## src/rtl/arm_params.svh

```systemverilog
// Offsets, field positions, reset values and codes of the result monitor.
`ifndef ARM_PARAMS_SVH
`define ARM_PARAMS_SVH

// ----------------------------------------------------------------------
// Register offsets (byte addresses)
// ----------------------------------------------------------------------
`define ARM_OFS_A_THR0   8'h00
`define ARM_OFS_A_THR1   8'h04
`define ARM_OFS_B_THR0   8'h08
`define ARM_OFS_B_THR1   8'h0C
`define ARM_OFS_A_CTL0   8'h10
`define ARM_OFS_A_CTL1   8'h14
`define ARM_OFS_B_CTL0   8'h18
`define ARM_OFS_B_CTL1   8'h1C
`define ARM_OFS_A_STAT   8'h20
`define ARM_OFS_B_STAT   8'h24

// ----------------------------------------------------------------------
// Field positions and values
// ----------------------------------------------------------------------
`define ARM_THR_W        12
`define ARM_THR_RST      12'h000
`define ARM_CTL_SEL_LSB  0
`define ARM_CTL_DIR_BIT  4
`define ARM_CTL_MODE_BIT 5
`define ARM_CTL_EN_BIT   7
`define ARM_CTL_CNT_LSB  8
`define ARM_CNT_W        4
`define ARM_SEL_MAX_A    4'h3
`define ARM_SEL_MAX_B    4'hB
`define ARM_SEL_PROHIB_B 4'hC

`endif

```

## src/rtl/arm_pkg.sv

```systemverilog
// Types shared by the result monitor files.
package arm_pkg;

    typedef enum logic [2:0] {
        ARM_IDLE   = 3'b001,
        ARM_ARMED  = 3'b010,
        ARM_REPEAT = 3'b100
    } arm_state_t;

    typedef struct packed {
        logic       valid;
        logic       unit_b;
        logic [3:0] input_sel;
        logic [11:0] value;
    } arm_result_t;

    typedef struct packed {
        logic       enable;
        logic       cumulative;
        logic       direction;
        logic [3:0] input_sel;
        logic [3:0] count;
    } arm_chan_cfg_t;

endpackage

```

## src/rtl/arm_compare.sv

```systemverilog
// Threshold compare of one monitor channel.
`timescale 1ns/1ps
`include "arm_params.svh"
module arm_compare
    import arm_pkg::*;
(
    input  wire arm_chan_cfg_t cfg,
    input  wire arm_result_t   result,
    input  wire logic [11:0]   threshold,
    input  wire logic          unit_b,
    output logic               judged,
    output logic               hit
);
    wire sel_ok = unit_b ? (cfg.input_sel <= `ARM_SEL_MAX_B)
                         : (cfg.input_sel <= `ARM_SEL_MAX_A);

    assign judged = cfg.enable && result.valid && (result.unit_b == unit_b)
                    && (result.input_sel == cfg.input_sel) && sel_ok;
    assign hit = cfg.direction ? (result.value < threshold)
                               : (result.value > threshold);
endmodule // arm_compare

```

## src/rtl/arm_counter.sv

```systemverilog
// Match counter of one monitor channel.
`timescale 1ns/1ps
`include "arm_params.svh"
module arm_counter
    import arm_pkg::*;
(
    input  wire logic        clk_sys,
    input  wire logic        rst_b,
    input  wire arm_chan_cfg_t cfg,
    input  wire logic        judged,
    input  wire logic        hit,
    output logic             fire,
    output logic [3:0]       count_q
);
    logic [3:0] count_d;
    wire        at_top = (count_q >= cfg.count);
    wire [3:0]  inc    = at_top ? count_q : 4'(count_q + 4'h1);

    // Consecutive: miss clears; hits climb and saturate at the setting.
    // Cumulative: miss holds; reaching the setting fires and clears.
    always_comb begin
        count_d = count_q;
        fire    = 1'b0;
        if (!cfg.enable) begin
            count_d = 4'h0;
        end else if (judged && hit) begin
            if (cfg.cumulative) begin
                fire    = (4'(count_q + 4'h1) >= cfg.count);
                count_d = fire ? 4'h0 : 4'(count_q + 4'h1);
            end else begin
                count_d = inc;
                fire    = (4'(count_q + 4'h1) >= cfg.count) || at_top;
            end
        end else if (judged && !cfg.cumulative) begin
            count_d = 4'h0;
        end
    end

    always_ff @(posedge clk_sys) begin
        if (!rst_b) count_q <= 4'h0;
        else        count_q <= count_d;
    end
endmodule // arm_counter

```

## src/rtl/arm_monitor.sv

```systemverilog
// Result monitor: thresholds, channel control and monitor interrupts.
`timescale 1ns/1ps
`include "arm_params.svh"
module arm_monitor
    import arm_pkg::*;
(
    input  wire logic        clk_sys,
    input  wire logic        rst_b,
    input  wire logic [7:0]  reg_addr,
    input  wire logic [31:0] reg_wdata,
    input  wire logic        reg_wr,
    input  wire logic        reg_rd,
    output logic      [31:0] reg_rdata,
    input  wire logic        repeat_mode,
    input  wire arm_result_t result,
    output logic      [1:0]  mon_irq_a,
    output logic      [1:0]  mon_irq_b
);
    // ------------------------------------------------------------------
    // Registers
    // ------------------------------------------------------------------
    logic [11:0]   thr_q [4];
    arm_chan_cfg_t cfg_q [4];
    logic [3:0]    fire;
    logic [3:0]    cnt [4];
    logic [31:0]   rdata_d;
    logic [1:0]    irq_a_d;
    logic [1:0]    irq_b_d;

    function automatic logic [31:0] cfg_word(input arm_chan_cfg_t c,
                                             input logic [3:0] n);
        cfg_word = {16'h0000, n, c.count, c.enable, 1'b0, c.cumulative,
                    c.direction, c.input_sel};
    endfunction

    function automatic logic [7:0] thr_ofs(input int i);
        thr_ofs = 8'(i * 4);
    endfunction

    // ------------------------------------------------------------------
    // Channels: index 0,1 unit A; 2,3 unit B
    // ------------------------------------------------------------------
    genvar g;
    generate
        for (g = 0; g < 4; g++) begin : g_ch
            logic          judged;
            logic          hit;
            arm_chan_cfg_t cfg_eff;
            wire [7:0] ofs_thr = (g == 0) ? `ARM_OFS_A_THR0 :
                                 (g == 1) ? `ARM_OFS_A_THR1 :
                                 (g == 2) ? `ARM_OFS_B_THR0 : `ARM_OFS_B_THR1;
            wire [7:0] ofs_ctl = (g == 0) ? `ARM_OFS_A_CTL0 :
                                 (g == 1) ? `ARM_OFS_A_CTL1 :
                                 (g == 2) ? `ARM_OFS_B_CTL0 : `ARM_OFS_B_CTL1;

            always_comb begin
                cfg_eff        = cfg_q[g];
                cfg_eff.enable = cfg_q[g].enable && repeat_mode;
            end

            // Writes while enabled are taken, but counting is undefined.
            always_ff @(posedge clk_sys) begin
                if (!rst_b) begin
                    thr_q[g] <= `ARM_THR_RST;
                    cfg_q[g] <= '0;
                end else if (reg_wr) begin
                    if (reg_addr == ofs_thr)
                        thr_q[g] <= reg_wdata[11:0];
                    if (reg_addr == ofs_ctl) begin
                        cfg_q[g].input_sel  <= reg_wdata[3:0];
                        cfg_q[g].direction  <= reg_wdata[`ARM_CTL_DIR_BIT];
                        cfg_q[g].cumulative <= reg_wdata[`ARM_CTL_MODE_BIT];
                        cfg_q[g].enable     <= reg_wdata[`ARM_CTL_EN_BIT];
                        cfg_q[g].count      <= reg_wdata[11:8];
                    end
                end
            end

            arm_compare u_cmp (
                .cfg       (cfg_eff),
                .result    (result),
                .threshold (thr_q[g]),
                .unit_b    (g >= 2),
                .judged    (judged),
                .hit       (hit)
            );

            arm_counter u_cnt (
                .clk_sys (clk_sys),
                .rst_b   (rst_b),
                .cfg     (cfg_eff),
                .judged  (judged),
                .hit     (hit),
                .fire    (fire[g]),
                .count_q (cnt[g])
            );
        end
    endgenerate

    // ------------------------------------------------------------------
    // Read decode
    // ------------------------------------------------------------------
    always_comb begin
        rdata_d = 32'h0000_0000;
        case (reg_addr)
            `ARM_OFS_A_THR0: rdata_d = {20'h0_0000, thr_q[0]};
            `ARM_OFS_A_THR1: rdata_d = {20'h0_0000, thr_q[1]};
            `ARM_OFS_B_THR0: rdata_d = {20'h0_0000, thr_q[2]};
            `ARM_OFS_B_THR1: rdata_d = {20'h0_0000, thr_q[3]};
            `ARM_OFS_A_CTL0: rdata_d = cfg_word(cfg_q[0], cnt[0]);
            `ARM_OFS_A_CTL1: rdata_d = cfg_word(cfg_q[1], cnt[1]);
            `ARM_OFS_B_CTL0: rdata_d = cfg_word(cfg_q[2], cnt[2]);
            `ARM_OFS_B_CTL1: rdata_d = cfg_word(cfg_q[3], cnt[3]);
            default:         rdata_d = 32'h0000_0000;
        endcase
        if (!reg_rd) rdata_d = 32'h0000_0000;
    end

    assign irq_a_d = fire[1:0];
    assign irq_b_d = fire[3:2];

    always_ff @(posedge clk_sys) begin
        if (!rst_b) begin
            reg_rdata <= 32'h0000_0000;
            mon_irq_a <= 2'b00;
            mon_irq_b <= 2'b00;
        end else begin
            reg_rdata <= rdata_d;
            mon_irq_a <= irq_a_d;
            mon_irq_b <= irq_b_d;
        end
    end

    // ------------------------------------------------------------------
    // Checks
    // ------------------------------------------------------------------
    thr_upper_zero_a: assert property (@(posedge clk_sys) disable iff (!rst_b)
        reg_rd && reg_addr == `ARM_OFS_A_THR0 |=> reg_rdata[31:12] == 20'h0)
        else $error("threshold upper bits not zero");
    thr_readback_a: assert property (@(posedge clk_sys) disable iff (!rst_b)
        reg_wr && reg_addr == `ARM_OFS_B_THR1 ##1 !reg_wr ##1 reg_rd
        && reg_addr == `ARM_OFS_B_THR1
        |=> reg_rdata[11:0] == $past(reg_wdata[11:0], 3))
        else $error("threshold readback wrong");
    dir_above_b_a: assert property (@(posedge clk_sys) disable iff (!rst_b)
        fire[2] && !cfg_q[2].direction |-> result.value > thr_q[2])
        else $error("unit b above match wrong");
    dir_below_b_a: assert property (@(posedge clk_sys) disable iff (!rst_b)
        fire[3] && cfg_q[3].direction |-> result.value < thr_q[3])
        else $error("unit b below match wrong");
    no_irq_idle_a: assert property (@(posedge clk_sys) disable iff (!rst_b)
        !repeat_mode |=> mon_irq_a == 2'b00 && mon_irq_b == 2'b00)
        else $error("interrupt outside repeat mode");
    sel_prohib_a: assert property (@(posedge clk_sys) disable iff (!rst_b)
        cfg_q[0].input_sel > `ARM_SEL_MAX_A |=> !mon_irq_a[0])
        else $error("prohibited selector fired");
    sel_reserved_b_a: assert property (@(posedge clk_sys) disable iff (!rst_b)
        cfg_q[2].input_sel >= `ARM_SEL_PROHIB_B |=> !mon_irq_b[0])
        else $error("prohibited unit b selector fired");
    dir_above_a: assert property (@(posedge clk_sys) disable iff (!rst_b)
        fire[0] && !cfg_q[0].direction |-> result.value > thr_q[0])
        else $error("above match wrong");
    dir_below_a: assert property (@(posedge clk_sys) disable iff (!rst_b)
        fire[1] && cfg_q[1].direction |-> result.value < thr_q[1])
        else $error("below match wrong");
    miss_clears_a: assert property (@(posedge clk_sys) disable iff (!rst_b)
        g_ch[0].judged && !g_ch[0].hit && !cfg_q[0].cumulative
        |=> cnt[0] == 4'h0)
        else $error("miss did not clear counter");
    irq_follows_a: assert property (@(posedge clk_sys) disable iff (!rst_b)
        fire[2] |=> mon_irq_b[0])
        else $error("interrupt not raised");
endmodule // arm_monitor

```

## config.mk

```make
export PLATFORM = sky130hd
export DESIGN_NAME = arm_monitor
export DESIGN_NICKNAME = d
export VERILOG_FILES = /design/src/rtl/arm_pkg.sv /design/src/rtl/arm_compare.sv /design/src/rtl/arm_counter.sv /design/src/rtl/arm_monitor.sv
export VERILOG_INCLUDE_DIRS = /design/src /design/src/rtl
export SDC_FILE = /design/constraint.sdc
export NUM_CORES = 1
export LEC_CHECK = 0
export ABC_AREA = 1
export BUFFER_PORTS_ARGS = -buffer_cell sky130_fd_sc_hd__buf_2
export CAP_MARGIN = 20
export CORE_ASPECT_RATIO = 0.7
export CORE_MARGIN = 2
export CORE_UTILIZATION = 60
export CTS_BUF_LIST = sky130_fd_sc_hd__clkbuf_8
export CTS_CLUSTER_SIZE = 14
export DETAILED_ROUTE_END_ITERATION = 7
export PLACE_DENSITY = 0.81
export RECOVER_POWER = 100
export SKIP_LAST_GASP = 1
export SYNTH_ARGS = -nofsm -noshare
export SYNTH_HDL_FRONTEND = slang
export SYNTH_HIERARCHICAL = 1
export SYNTH_SLANG_ARGS = --single-unit
```

## constraint.sdc

```tcl
create_clock -name clk_sys -period 2.1 [get_ports clk_sys]
set_input_delay 0.105 -clock clk_sys [delete_from_list [all_inputs] [get_ports clk_sys]]
set_output_delay 0.105 -clock clk_sys [all_outputs]
set_load 0.005 [all_outputs]
```

# Yosys cells after proc, flatten, opt, wreduce, memory -nomap -nowiden
# Memories as Yosys holds them, arrays and structs flattened.
# Cells that the tools add are included.
dict set report totals {
  mem_bits_rw 92
  reg_bits 52
  mem_count 2
  out_inout_bits 36
  romBits 0
  wordCells 215
  latch_bits 0
  input_bits 63
}
dict set report op_classes {
  n_reduce_logical 54
  n_addsub 4
  n_eq_ne 15
  div_mod_pow 0
  bitwise 25
  n_lt_le_gt_ge 20
  mul 0
  shifts 0
  mux 86
}
# name depth word_bits read_ports rd_clocked_by_memory_dff write_ports line_no
set memory_table {}
lappend memory_table {thr_q 4 12 4 0 4 arm_monitor.sv:22} ;# logic [11:0] thr_q [4];
lappend memory_table {cfg_q 4 11 4 0 4 arm_monitor.sv:23} ;# arm_chan_cfg_t cfg_q [4];
# operator count
set ops {}
lappend ops {{case mux 16 bit (8 select lines)} 1}
lappend ops {{two-way mux 4 bit} 28}
lappend ops {{two-way mux 1 bit} 53}
lappend ops {{> comparator 12 bit} 4}
lappend ops {{less-than comparator 12 bit} 4}
lappend ops {{two-way mux 12 bit} 4}
lappend ops {{equality test 8 x 5 -> 1 bit (second input constant)} 4}
lappend ops {{greater-or-equal comparator 4 bit} 8}
lappend ops {{logical AND 1 bit} 28}
lappend ops {{OR 1 bit} 24}
lappend ops {{AND reduction 2 bit} 9}
lappend ops {{adder 4 x 1 -> 4 bit (second input constant)} 4}
lappend ops {{equality test 4 bit} 4}
lappend ops {{equality test 8 x 4 -> 1 bit (second input constant)} 2}
lappend ops {{!= test 3 x 2 -> 1 bit (second input constant)} 4}
lappend ops {{AND reduction 3 bit} 4}
lappend ops {{equality test 8 x 3 -> 1 bit (second input constant)} 1}
lappend ops {{<= comparator 4 x 2 -> 1 bit (second input constant)} 2}
lappend ops {{<= comparator 4 bit (second input constant)} 2}
lappend ops {{logical NOT 8 bit} 1}
lappend ops {{nonzero test 2 bit} 4}
lappend ops {{logical NOT 1 bit} 4}
lappend ops {{logical OR 1 bit} 4}
lappend ops {{NOT 1 bit} 1}

# Depth between registers and ports, before layout
# An unclocked memory read counts as a cell.
dict set report depth {
  depth_word 9
  mapped_depth 19
  mapped_depth_nobuf 19
}

# Hierarchy
# The synthesis kept the hierarchy.
# mod area_each_um2 instances seq_area_each_um2 cells_each
set by_module_without_submodules {}
lappend by_module_without_submodules {arm_monitor 5109.9 1 3163.0 545}
lappend by_module_without_submodules {arm_counter 480.5 4 80.1 79}
lappend by_module_without_submodules {arm_compare 478.0 4 0.0 84}

# Least setup slack after synthesis
# OpenSTA, ideal clock, no wires.
dict set report synth_path {
  kind {input to register}
  startpoint {input port reg_wr}
  endpoint {memory cfg_q[2][0] (netlist name), enable pin}
  slack_ps 301
  setup_time_ps 394
  required_ps 1706
  cell_stages 4
  arrival_time_ps 1404
  path_buffers 2
  cell_sequence {clkbuf_1 buf_2 inv_1 o21ai_0}
}
# item line_no
set synth_rtl {}
lappend synth_rtl {{from (decl)} arm_monitor.sv:11} ;# input wire logic reg_wr,
lappend synth_rtl {{to (decl)} arm_monitor.sv:23}

==> results_dict.tcl <==
set metrics [dict create \
    outcome "finished clean" \
    placed_area_um2 9440 \
    fin_ws_ns 0.0359 \
    synth_seq_area_share_pct 38.9 \
    dieArea_um2 15900 \
    hold_viol 0 \
    layoutNonFillerInstCount 1491 \
    maxCapViolations 0 \
    drtPass1Iterations 7 \
    irDropWorstVdd_v 0.000442 \
    grt_pass1_wl_um 38600 \
    cts_num_sinks 128 \
    critical_path_class "register to register" \
    startpoint "thr_q[1][15]$_SDFFCE_PN0P_" \
    grt_start_max_net_pins 30 \
    drt_iter0_markers 889 \
    antenna_found_initial 0 \
    fin_crit_ns 2.06 \
    via_count 8285 \
    fmax_mhz 484 \
    core_um2 14600 \
    period_share_pct 98.3 \
    end_kind "register" \
    diodes 0 \
    syn2layout_area_growth_pct 13.9 \
    path_max_fanout 8 \
    num_rows 37 \
    cts_tree "built" \
    holdWs_ns 0.0985 \
    p_leak_nw 5.28 \
    dp_hpwl_um 17600 \
    finalInstanceArea_um2 10200 \
    track_usage_pct 31.7 \
    clk-insertion-delay-late_ns 0.45 \
    viasPerCell 5.56 \
    mappedNetlistArea_um2 8940 \
    ant_nets 0 \
    finalSetupViolCount 0 \
    power_mw 6.01 \
    die_y_um 106 \
    drc 0 \
    nNetsFinal 1430 \
    crit_chain "inv_1 > ha_1 > nand2_1 > inv_1 > nand2_1 > nand2_1 > nand2_2 > nand3_2 > nand2_1 > nand2_1 > inv_2 > nand2_4 > nor2_4 > nand2_2 > nand2_4 > nand2_2 > nand2_1 > nor2_1" \
    cts.clk_slew.worst_paths_ns 0.08 \
    start_util_pct 61.1 \
    crit_family "simple AND/OR/NAND/NOR gates" \
    routabilityCongestion 0.929 \
    critPathBufInv 3 \
    ys_ff_latch 128 \
    drive_gt1_share_pct 17.9 \
    ys.warnings.count 6 \
    p_per_area_nw_per_um2 590 \
    grt_pass1_vias 7638 \
    fin_skew_ns 0.0131 \
    r2r_start "thr_q[1][15]$_SDFFCE_PN0P_" \
    slew_headroom_pct 38.9 \
    cp-start-kind "register" \
    drt-total-wl_um 24900 \
    min_from "reg_addr[0]" \
    pre_cts_ws_ns -0.00606 \
    place_inst 1447 \
    drv_slew 0 \
    fillers 1189 \
    io_buffers 62 \
    cpPeakStageDelay_ns 0.39 \
    ctsHtreeMaxLevel 4 \
    wire_per_inst_um 16.7 \
    syn_inst 1197 \
    rsz0062_at_grt "true" \
    io_pins 99 \
    crit_path_frequent_cell "nand2_1" \
    numCtsBuffers 17 \
    die_w_um 150 \
    cp.arrival_ns 2.41 \
    worstMarginPinSlew_ns 0.917 \
    ys_types 32 \
    cp.required_ns 2.44 \
    slowest_stage "edfxtp_1" \
    hold_path.class "primary input to register" \
    grt_overflow 0 \
    syn-mean-instance-area_um2 7.47 \
    cts-root-buf "clkbuf_8" \
    cts_buffer_depth 2 \
]
-- Yosys cell counts (all sizes together) --
library cell | n | area, um2
buf | 47 | 312
o22ai | 4 | 25.0
xor2 | 8 | 70.1
a21oi | 47 | 250
and2 | 5 | 31.3
edfxtp | 92 | 2760
conb | 2 | 7.51
nand2 | 307 | 1240
or2 | 4 | 25.0
a21o | 4 | 30.0
dfxtp | 36 | 721
o21ai | 9 | 45.0
a21boi | 4 | 30.0
nand3 | 116 | 606
clkbuf | 2 | 7.51
nor3 | 1 | 10.0
nand4 | 24 | 150
ha | 84 | 1050
o31ai | 4 | 30.0
inv | 199 | 747
nor2 | 198 | 796
-- flip-flops by register name, indices dropped and copies added (netlist names) --
name,count
cfg_q,44
g_ch.u_cnt/count_q,16
mon_irq_b,2
mon_irq_a,2
thr_q,48
reg_rdata,16
-- report_power, final --
group | switching, mW | leakage (nW) | internal (mW) | total (mW)
registers | 0.0693 | 1.16 | 2.79 | 2.86
clock network | 1.05 | 0.205 | 1.29 | 2.34
logic | 0.536 | 3.91 | 0.277 | 0.812
total | 1.66 | 5.28 | 4.36 | 6.01
-- layout make-up --
type | count | area (um2) | share of cell area (%)
Clock buffer | 17 | 234 | 2.30
Clock inverter | 15 | 193 | 1.89
Inverter | 199 | 747 | 7.33
Multi-Input combinational cell | 839 | 4750 | 46.6
Sequential cell | 128 | 3480 | 34.2
Tap cell | 195 | 244 | 2.39
Timing Repair Buffer | 98 | 538 | 5.28
-- final timing paths --
path                                            to  slack (ns)  cells past startpoint
max          g_ch[3].u_cnt/count_q[2]$_SDFFE_PN0P_        0.04                     18
min                       reg_rdata[12]$_SDFF_PN0_         0.1                      4
max reg2reg  g_ch[3].u_cnt/count_q[2]$_SDFFE_PN0P_        0.04                     18
min reg2reg  g_ch[2].u_cnt/count_q[3]$_SDFFE_PN0P_        0.58                      4
-- layer usage --
metal | vias up | part of all wire (%) | global-route usage, %
met5 | - | 0 | 0
met4 | 0 | 2.6 | 10.4
met3 | 77 | 13 | 7.42
met2 | 496 | 45 | 48.6
met1 | 3768 | 40 | 44.5
li1 | 3944 | - | -
-- cells by family (layout without fill, tap and decap cells) --
kind of cell	after synthesis	after routing	share of synthesized area, %
simple gates	655	655	31.9
fa+ha+maj	84	84	11.8
other cells	2	20	0.0840
flops	128	128	38.9
xor+xnor	8	8	0.783
buf+inv	248	329	11.9
compound gates	72	72	4.59
-- timing repair --
item | in CTS | in global routing
buffers inserted | 0 | 11
pin swaps | 0 | 31
resized for setup | 1 | 77
gates cloned | 0 | 0
hold buffers | 1 | 0
endpoints found under the setup margin | 4 | 20
hold endpoints to repair | 1 | 0
-- worst register-to-register path, cell delays in order (launching register included) --
cell      delay, ns
edfxtp_1       0.39
inv_1          0.07
ha_1           0.24
nand2_1        0.10
inv_1          0.05
nand2_1        0.06
nand2_1        0.09
nand2_2        0.10
nand3_2        0.07
nand2_1        0.06
nand2_1        0.06
inv_2          0.10
nand2_4        0.08
nor2_4         0.12
nand2_2        0.08
nand2_4        0.13
nand2_2        0.06
nand2_1        0.06
nor2_1         0.04
-- cell usage in the layout, fill, tap and decap left out, drive strengths merged --
master	instances
nor2	198
nand3	116
clkbuf	40
inv	201
clkinvlp	4
and2	5
o21ai	9
ha	84
xor2	8
a21boi	4
o31ai	4
a21o	4
dlygate4sd3	1
nand2	307
bufinv	4
clkinv	5
nand4	24
or2	4
o22ai	4
conb	20
edfxtp	92
nor3	1
buf	74
dfxtp	36
a21oi	47
-- through the flow --
step	TNS, ns	utilization, %
2_1_floorplan	0	-
3_3_place_gp	0	64.6
3_5_place_dp	-0.00606	64.6
4_1_cts	0	67.6
5_1_grt	-0.803	69.7
6_report	0	69.7
Note: power is estimated with default switching activity, not from simulation.
